`src/inc/charger_settings_pkg.sv`:
```
// Package of constants for the charger function settings register bank.
// Assumes an internal register port from the serial control interface decoder.
package charger_settings_pkg;

	// ---------------------------------------------------------------
	// Register addresses
	// ---------------------------------------------------------------
	localparam logic [7:0] ADDR_SETTINGS_ONE = 8'h07;
	localparam logic [7:0] ADDR_SETTINGS_TWO = 8'h08;

	// ---------------------------------------------------------------
	// Field positions, settings one
	// ---------------------------------------------------------------
	localparam int BIT_CHIP_DISABLE       = 6;
	localparam int BIT_MONITOR_FORCE_ON   = 5;
	localparam int BIT_THERMISTOR_FORCE   = 4;
	localparam int BIT_REGULATOR_OFF      = 3;
	localparam int BIT_END_OF_CHARGE_OK   = 2;
	localparam int BIT_CHARGE_ENABLE      = 0;
	localparam logic [7:0] MASK_SETTINGS_ONE = 8'h7D;

	// ---------------------------------------------------------------
	// Field positions, settings two
	// ---------------------------------------------------------------
	localparam int BIT_TEMP_PROFILE_ENABLE = 7;
	localparam int BIT_TEMP_PROFILE_SELECT = 6;
	localparam int BIT_VOLTAGE_LIMIT       = 5;
	localparam int DIODE_MSB               = 4;
	localparam int DIODE_LSB               = 3;
	localparam int SYSV_MSB                = 2;
	localparam int SYSV_LSB                = 0;

	// ---------------------------------------------------------------
	// Encodings and reset values
	// ---------------------------------------------------------------
	localparam logic [1:0] DIODE_ALWAYS    = 2'h0;
	localparam logic [1:0] DIODE_WEAK_GATE = 2'h1;
	localparam logic [7:0] RESET_SETTINGS_ONE = 8'h04;
	localparam logic [7:0] RESET_SETTINGS_TWO = 8'h07;

endpackage

```
`src/rtl/settings_reg8.sv`:
```
// One 8-bit settings register with a per-bit writable mask.
// Assumes a one-cycle write strobe synchronous to the system clock.
`timescale 1ns/10ps
`default_nettype none
module settings_reg8 #(
	parameter logic [7:0] RESET_VALUE = 8'h00,
	parameter logic [7:0] WRITE_MASK  = 8'hFF
) (
	// Clock and reset
	input  wire logic       i_clk_sys,
	input  wire logic       i_rst,
	// Write port
	input  wire logic       i_wr,
	input  wire logic [7:0] i_wdata,
	// Stored value
	output logic      [7:0] o_value
);
	logic [7:0] next_value;

	always_comb begin
		next_value = o_value;
		if (i_wr) begin
			next_value = i_wdata & WRITE_MASK;
		end
	end

	always_ff @(posedge i_clk_sys or posedge i_rst) begin
		if (i_rst) begin
			o_value <= RESET_VALUE;
		end else begin
			o_value <= next_value;
		end
	end
endmodule
`default_nettype wire

```
`src/rtl/charger_function_settings.sv`:
```
// Charger function settings: two host registers and the controls they drive.
// Assumes the serial interface gives an address, a write strobe and data.
//
// Overview of operation
// - Settings one bit 6 disables chip
// - Bit 5 forces battery monitor on
// - Bit 4 forces thermistor source on
// - Bit 3 turns regulator off, default on
// - Regulator off: isolation switch opens when charge enable is set, closes when clear
// - Bit 2 allows end of charge, default 1
// - Bit 0 enables charging, default 0
// - Settings two bit 7 enables temperature profile
// - Bit 6 selects second temperature profile
// - Bit 5 withholds charge above voltage limit
// - Diode field: always, weak gated, disabled
// - System voltage code, 4.3 to 5.0 V
// - Registers decode at 0x07 and 0x08
`timescale 1ns/10ps
`default_nettype none
module charger_function_settings (
	// Clock and reset
	input  wire logic       i_clk_sys,
	input  wire logic       i_rst,
	// Register port
	input  wire logic [7:0] i_reg_addr,
	input  wire logic       i_reg_wr,
	input  wire logic [7:0] i_reg_wdata,
	output logic      [7:0] o_reg_rdata,
	// Analog conditions
	input  wire logic       i_input_valid,
	input  wire logic       i_system_below_battery,
	input  wire logic       i_battery_above_weak,
	input  wire logic       i_battery_below_limit,
	// Controls
	output logic            o_chip_disable,
	output logic            o_battery_monitor_on,
	output logic            o_thermistor_source_on,
	output logic            o_regulator_on,
	output logic            o_isolation_switch_closed,
	output logic            o_end_of_charge_allowed,
	output logic            o_charge_enable,
	output logic            o_charge_permit,
	output logic            o_temp_profile_enable,
	output logic            o_temp_profile_select,
	output logic            o_ideal_diode_on,
	output logic      [2:0] o_system_voltage_code
);
	logic [7:0] settings_one;
	logic [7:0] settings_two;
	logic       wr_one;
	logic       wr_two;
	logic [7:0] next_rdata;
	logic       regulator_off;
	logic [1:0] diode_mode;

	// ---------------------------------------------------------------
	// Address decode
	// ---------------------------------------------------------------
	always_comb begin
		wr_one = 1'b0;
		wr_two = 1'b0;
		if (i_reg_addr == charger_settings_pkg::ADDR_SETTINGS_ONE) begin
			wr_one = i_reg_wr;
		end else if (i_reg_addr == charger_settings_pkg::ADDR_SETTINGS_TWO) begin
			wr_two = i_reg_wr;
		end
	end

	// ---------------------------------------------------------------
	// Registers
	// ---------------------------------------------------------------
	settings_reg8 #(
		.RESET_VALUE (charger_settings_pkg::RESET_SETTINGS_ONE),
		.WRITE_MASK  (charger_settings_pkg::MASK_SETTINGS_ONE)
	) u_one (
		.i_clk_sys (i_clk_sys),
		.i_rst     (i_rst),
		.i_wr      (wr_one),
		.i_wdata   (i_reg_wdata),
		.o_value   (settings_one)
	);

	settings_reg8 #(
		.RESET_VALUE (charger_settings_pkg::RESET_SETTINGS_TWO),
		.WRITE_MASK  (8'hFF)
	) u_two (
		.i_clk_sys (i_clk_sys),
		.i_rst     (i_rst),
		.i_wr      (wr_two),
		.i_wdata   (i_reg_wdata),
		.o_value   (settings_two)
	);

	// ---------------------------------------------------------------
	// Read data
	// ---------------------------------------------------------------
	always_comb begin
		next_rdata = 8'h00;
		if (i_reg_addr == charger_settings_pkg::ADDR_SETTINGS_ONE) begin
			next_rdata = settings_one & charger_settings_pkg::MASK_SETTINGS_ONE;
		end else if (i_reg_addr == charger_settings_pkg::ADDR_SETTINGS_TWO) begin
			next_rdata = settings_two;
		end
	end

	always_ff @(posedge i_clk_sys or posedge i_rst) begin
		if (i_rst) begin
			o_reg_rdata <= 8'h00;
		end else begin
			o_reg_rdata <= next_rdata;
		end
	end

	// ---------------------------------------------------------------
	// Controls
	// ---------------------------------------------------------------
	assign regulator_off = settings_one[charger_settings_pkg::BIT_REGULATOR_OFF];
	assign diode_mode    = settings_two[charger_settings_pkg::DIODE_MSB:charger_settings_pkg::DIODE_LSB];

	always_comb begin
		o_chip_disable          = settings_one[charger_settings_pkg::BIT_CHIP_DISABLE];
		o_battery_monitor_on    = i_input_valid
			| settings_one[charger_settings_pkg::BIT_MONITOR_FORCE_ON];
		o_thermistor_source_on  = i_input_valid
			| settings_one[charger_settings_pkg::BIT_THERMISTOR_FORCE];
		o_regulator_on          = ~regulator_off;
		o_end_of_charge_allowed = settings_one[charger_settings_pkg::BIT_END_OF_CHARGE_OK];
		o_charge_enable         = settings_one[charger_settings_pkg::BIT_CHARGE_ENABLE];
		o_temp_profile_enable   = settings_two[charger_settings_pkg::BIT_TEMP_PROFILE_ENABLE];
		o_temp_profile_select   = settings_two[charger_settings_pkg::BIT_TEMP_PROFILE_SELECT];
		o_system_voltage_code   = settings_two[charger_settings_pkg::SYSV_MSB:charger_settings_pkg::SYSV_LSB];
		// Isolation switch closed by default; regulator off hands it to charge enable
		o_isolation_switch_closed = 1'b1;
		if (regulator_off) begin
			o_isolation_switch_closed = ~settings_one[charger_settings_pkg::BIT_CHARGE_ENABLE];
		end
		o_charge_permit = settings_one[charger_settings_pkg::BIT_CHARGE_ENABLE];
		if (settings_two[charger_settings_pkg::BIT_VOLTAGE_LIMIT]) begin
			o_charge_permit = o_charge_permit & i_battery_below_limit;
		end
		if (diode_mode == charger_settings_pkg::DIODE_ALWAYS) begin
			o_ideal_diode_on = i_system_below_battery;
		end else if (diode_mode == charger_settings_pkg::DIODE_WEAK_GATE) begin
			o_ideal_diode_on = i_system_below_battery & i_battery_above_weak;
		end else begin
			o_ideal_diode_on = 1'b0;
		end
	end
endmodule
`default_nettype wire

```
`config.mk`:
```
export PLATFORM = sky130hd
export DESIGN_NAME = charger_function_settings
export DESIGN_NICKNAME = d
export VERILOG_FILES = /design/src/inc/charger_settings_pkg.sv /design/src/rtl/settings_reg8.sv /design/src/rtl/charger_function_settings.sv
export SDC_FILE = /design/constraint.sdc
export NUM_CORES = 1
export LEC_CHECK = 0
export ABC_AREA = 1
export BUFFER_PORTS_ARGS = -buffer_cell sky130_fd_sc_hd__buf_4
export CAP_MARGIN = 20
export CORE_ASPECT_RATIO = 1.5
export CORE_MARGIN = 8
export CORE_UTILIZATION = 46
export DETAILED_ROUTE_END_ITERATION = 8
export PLACE_DENSITY = 0.77
export SYNTH_ARGS = -nofsm -noshare
export SYNTH_HDL_FRONTEND = slang
export SYNTH_SLANG_ARGS = --single-unit
```
`constraint.sdc`:
```
create_clock -name i_clk_sys -period 0.9 [get_ports i_clk_sys]
set_input_delay 0.09 -clock i_clk_sys [delete_from_list [all_inputs] [get_ports i_clk_sys]]
set_output_delay 0.09 -clock i_clk_sys [all_outputs]
set_load 0.005 [all_outputs]
```
==> results.json, run 1 <==
{
  "power_density_mw_per_mm2": 1100,
  "cp_num_buf_inv": 1,
  "grt_overflow": 0,
  "ys_warn_count": 0,
  "syn_area_per_cell_um2": 8.60,
  "use_met1": 0.153,
  "p_int_mw": 1.41,
  "drtPass1Iterations": 4,
  "dp_cells": 194,
  "totalWireLength_um": 2960,
  "critPathArrivalTime_ns": 1.06,
  "hold_slack_ns": 0.00925,
  "drtIter0Drc": 15,
  "placed_area_mm2": 0.00144,
  "ios": 45,
  "outcome": "complete, but fails checks",
  "max_freq_ghz": 0.867,
  "cts_sinks": 22,
  "gp_congestion": 0.861,
  "fin_crit_sh": 1.28,
  "irDropWorstVdd_mv": 0.689,
  "dieArea_mm2": 0.00415,
  "met2_usage": 0.279,
  "final.setup.worst_slack_ns": -0.254,
  "grt_pass1_wl_um": 4990,
  "final_area_mm2": 0.00171,
  "busiest_layer": "met2",
  "synth_seq_cells": 22,
  "post_drt_wl_per_cell_um": 13.8,
  "final_util": 0.773,
  "async_reset_ff_frac": 1.00,
  "track_usage": 0.146,
  "final_antenna_net_count": 0,
  "cts_tree": "built",
  "clkTransAtPathRegs_ns": 0.12,
  "cts-root-buf": "clkbuf_4",
  "p_leak_nw": 0.934,
  "cp_top_family": "flip-flops",
  "cts-buffers-inserted": 3,
  "violations": "setup timing",
  "p_sw_mw": 0.462,
  "fin_crit_ns": 1.15,
  "tightest_slew_ns": 0.284,
  "pwr-share-comb": 0.193,
  "fp.coreArea_mm2": 0.00221,
  "synth_cell_types": 19,
  "die_w_um": 55.3,
  "via_count": 1039,
  "port_buffers": 44,
  "start_kind": "flop",
  "synth.most_common_cell": "nand2_1",
  "antenna_found_initial": 0,
  "end_kind": "primary output",
  "slowest_stage": "dfrtp_1",
  "p_clk_frac": 0.246,
  "gr-usage-met3": 0.0236,
  "clk_latency_ns": 0.31,
  "die_h_um": 75.0,
  "syn2layout_area_growth_pct": 60.0,
  "crit_fanout": 2,
  "hpwl_um": 2160,
  "power.total_mw": 1.87,
  "slew_violations": 0,
  "max_cap_violations": 0,
  "crit_chain": "or2_4 > buf_6",
  "switching_share": 0.247,
  "synth_top_cell_by_area": "dfrtp_1",
  "netlist_area_mm2": 0.00107,
  "required_ns": 0.81,
  "max_stage_delay_ns": 0.41,
  "setup_violations": 18,
  "drc_errors": 0,
  "grt_pass1_vias": 1119,
  "grt_start_max_net_pins": 23,
  "num-nets-final": 215,
  "synthCells": 124,
  "skew_ns": 0.00834,
  "seq_area_frac_synth": 0.521,
  "num_antenna_cells": 0,
  "synth-edff-count": 0,
  "dp_worst_setup_slack_ns": -0.0687,
  "slew_headroom": 0.810,
  "drive_above_1_share": 0.508,
  "finalHoldViolCount": 0,
  "tns_ns": -2.06,
  "ys.flop_type": "dfrtp_1",
  "rsz0062_at_grt": "yes",
  "clock_path_buffers": 2,
  "syn_nets": 147,
  "instances_no_fill": 214,
  "ys_top_cells_by_area": "dfrtp_1 (42%), nand2_1 (18%), dfstp_2 (9.9%)",
  "p_seq_frac": 0.561,
  "vias_per_cell": 4.86,
  "fp-row-count": 21,
  "start_util": 0.483,
  "hold_class": "input pin to flop",
  "h-tree-depth": 1,
  "synthTopCellsByCount": "nand2_1 (51), dfrtp_1 (18), inv_1 (8), nand3_1 (8), nand4_1 (7)",
  "crit_type": "flop to primary output",
  "synth_top_area_frac": 0.423
}
power by group through the flow:
stage	combinational [mW]	sequential (mW)	clock (mW)
2_1_floorplan	0.112	1.06	0
3_3_place_gp	0.261	1.07	0
3_5_place_dp	0.270	1.07	0
4_1_cts	0.345	1.05	0.456
5_1_grt	0.394	1.05	0.510
6_report	0.360	1.05	0.460
flip-flops by register name (all words and copies together), names as in the netlist:
| register | count |
|---|---|
| u_one.o_value | 6 |
| u_two.o_value | 8 |
| o_reg_rdata | 8 |
what timing repair did:
action,in CTS,in global routing
setup endpoints to repair,15,24
pin swaps,2,2
buffers inserted,13,2
hold buffers,1,0
gates cloned,0,0
resized for setup,19,16
hold endpoints to repair,18,0
worst min-delay path, cell delays in order:
cell,delay [ns]
buf_4,0.11
nand3_1,0.07
nand2_1,0.05
cells in the final DEF, fill, tap and decap left out, drive strengths merged:
master / n
a21boi: 1
buf: 68
clkbuf: 4
dfrtp: 18
dfstp: 4
dlygate4sd3: 1
inv: 10
nand2: 53
nand3: 10
nand4: 7
nor2: 11
o21ai: 2
or2: 2
path summary, 6_finish.rpt:
| kind | startpoint | to | slack (ns) | cells past startpoint |
|---|---|---|---|---|
| worst max-delay path | u_one.o_value[5] | o_battery_monitor_on | -0.25 | 2 |
| worst min-delay path | i_reg_wdata[2] | u_two.o_value[2] | 0.009 | 3 |
| worst max register to register | u_one.o_value[2] | o_reg_rdata[2] | 0.03 | 3 |
| worst min register to register | u_two.o_value[3] | u_two.o_value[3] | 0.52 | 2 |
| max in group asynchronous | i_rst | u_two.o_value[1] | 0.25 | 4 |
| min in group asynchronous | i_rst | o_reg_rdata[0] | 0.38 | 4 |
logic make-up (layout without fill, tap and decap cells):
| group | Yosys count | count (layout) | share of synthesized area |
|---|---|---|---|
| AO/OA/AOI/OAI | 3 | 3 | 0.0200 |
| buffers and inverters | 16 | 83 | 0.0822 |
| flip-flops | 22 | 22 | 0.521 |
| AND/OR/NAND/NOR | 83 | 83 | 0.377 |
routing by layer:
metal | vias to the layer above | wire (um)
met3 | 4 | 143
met4 | 0 | 47
met5 | - | 0
met2 | 42 | 1660
li1 | 516 | -
met1 | 477 | 1100
final cells by class:
| type | count | area [um^2] |
|---|---|---|
| Tap cell | 23 | 28.8 |
| Timing Repair Buffer | 69 | 607 |
| Sequential cell | 22 | 556 |
| Fill cell | 150 | 502 |
| Clock buffer | 4 | 26.3 |
| Multi-Input combinational cell | 86 | 450 |
| Inverter | 10 | 37.5 |
No activity file was read; power rests on OpenSTA's default activity.
==> inputs of run 2 (changes only) <==
--- a/config.mk
+++ b/config.mk
@@ -11,6 +11,7 @@
 export CORE_ASPECT_RATIO = 1.5
 export CORE_MARGIN = 8
 export CORE_UTILIZATION = 46
+export CTS_BUF_LIST = sky130_fd_sc_hd__clkbuf_4 sky130_fd_sc_hd__clkbuf_8 sky130_fd_sc_hd__clkbuf_16
 export DETAILED_ROUTE_END_ITERATION = 8
 export PLACE_DENSITY = 0.77
 export SYNTH_ARGS = -nofsm -noshare
==> run 2 against run 1 <==
The flow still finishes with violations (setup timing); hold slack better by 0.00061 ns; cell count stayed put; highest routed layer unchanged; critical endpoint unchanged; power is 1.5% higher; sequential power hardly changed.
==> results.json, run 2 (synthesized netlist as in run 1, its figures left out) <==
{
  "worstReg2RegStart": "u_one.o_value[2]",
  "irDropWorstVdd_mv": 0.688,
  "worstHoldStart": "i_reg_wdata[1]",
  "port_buffers": 44,
  "p_leak_nw": 0.937,
  "tightest_slew_ns": 0.286,
  "max_freq_ghz": 0.867,
  "track_usage": 0.147,
  "ios": 45,
  "start_util": 0.483,
  "drc_errors": 0,
  "totalWireLength_um": 2960,
  "rsz0062_at_grt": "yes",
  "outcome": "complete, but fails checks",
  "drive_above_1_share": 0.513,
  "required_ns": 0.81,
  "grt_pass1_wl_um": 5020,
  "via_count": 1040,
  "cts-root-buf": "clkbuf_4",
  "grt_overflow": 0,
  "clkTransAtPathRegs_ns": 0.12,
  "final.setup.worst_slack_ns": -0.254,
  "vias_per_cell": 4.86,
  "die_h_um": 75.0,
  "reg_top3": "o_reg_rdata: 8 flops, u_two.o_value: 8 flops, u_one.o_value: 6 flops",
  "antenna_found_initial": 0,
  "start_kind": "flop",
  "end_kind": "primary output",
  "fin_crit_sh": 1.28,
  "die_w_um": 55.3,
  "gr-usage-met3": 0.0236,
  "crit_path_start": "u_one.o_value[5]",
  "fp-row-count": 21,
  "layout_common_cells": "nand2_1 (48), buf_4 (45), buf_6 (23)",
  "setup_violations": 16,
  "grt_pass1_vias": 1127,
  "num-nets-final": 215,
  "clk_latency_ns": 0.31,
  "drtIter0Drc": 24,
  "cts-buffers-inserted": 3,
  "power.total_mw": 1.90,
  "h-tree-depth": 1,
  "crit_type": "flop to primary output",
  "syn2layout_area_growth_pct": 60.3,
  "crit_fanout": 2,
  "final_antenna_net_count": 0,
  "skew_ns": 0.00843,
  "use_met1": 0.155,
  "fp.coreArea_mm2": 0.00221,
  "slew_headroom": 0.809,
  "violations": "setup timing",
  "critPathArrivalTime_ns": 1.06,
  "hold_class": "input pin to flop",
  "layout_commonest_cell": "nand2_1",
  "clock_path_buffers": 2,
  "slew_violations": 0,
  "grt_start_max_net_pins": 23,
  "cts_tree": "built",
  "dieArea_mm2": 0.00415,
  "fin_crit_ns": 1.15,
  "cts_sinks": 22,
  "power_density_mw_per_mm2": 1110,
  "post_drt_wl_per_cell_um": 13.8,
  "hpwl_um": 2160,
  "drtPass1Iterations": 4,
  "finalHoldViolCount": 0,
  "busiest_layer": "met2",
  "met2_usage": 0.279,
  "tns_ns": -2.05,
  "max_cap_violations": 0,
  "num_antenna_cells": 0,
  "gp_congestion": 0.861
}
[run 2: cell counts in the layout (fill, tap and decap cells not counted)]
Identical to the previous run, type by type.
[run 2: area by class of cell]
cell class / instances / area, um^2
inverter: 10 / 37.5
sequential: 22 / 556
timing repair buffer: 69 / 607
multi-input combinational: 86 / 450
tap: 23 / 28.8
fill: 151 / 498
clock buffer: 4 / 30.0
[run 2: critical path, cell delays in order, from the launching register on]
cell and delay [ns]:
dfrtp_1 0.41, or2_4 0.23, buf_6 0.11
[run 2: per-stage QoR]
step                worst slack, ns   util  std cells  hold slack (ns)  cell area, um^2
floorplan                     0.132      -        124           0.0763             1070
CTS                          -0.262  0.743        212           0.0116             1640
global route                 -0.310  0.774        214          0.00867             1710
detailed placement          -0.0687  0.654        194            0.147             1440
finish                       -0.254  0.774        214          0.00986             1710
global placement            -0.0316  0.654        194            0.138             1440
[run 2: power breakdown]
group / total, mW / internal, mW / switching, mW / leakage [nW]
sequential: 1.05 / 1.03 / 0.0230 / 0.291
combinational: 0.360 / 0.208 / 0.152 / 0.628
clock: 0.489 / 0.203 / 0.286 / 0.0184
total: 1.90 / 1.44 / 0.460 / 0.937
[run 2: worst paths after layout]
check	to	slack, ns	depth (start not counted)
max	o_battery_monitor_on	-0.25	2
min	u_two.o_value[1]	0.01	3
max reg2reg	o_reg_rdata[2]	0.03	3
min reg2reg	u_two.o_value[3]	0.52	2
max in group asynchronous	u_two.o_value[1]	0.24	4
min in group asynchronous	o_reg_rdata[0]	0.38	4
[run 2: what timing repair did]
item / in CTS / in global routing
gates resized for setup: 19 / 16
endpoints found under the setup margin: 15 / 24
hold buffers: 1 / 0
setup buffers: 13 / 2
hold endpoints to repair: 18 / 0
pin swaps: 2 / 2
[run 2: metal layers]
layer / vias up / wire, um
met1: 481 / 1100
met3: 4 / 124
met5: - / 0
met2: 38 / 1680
li1: 517 / -
met4: 0 / 47
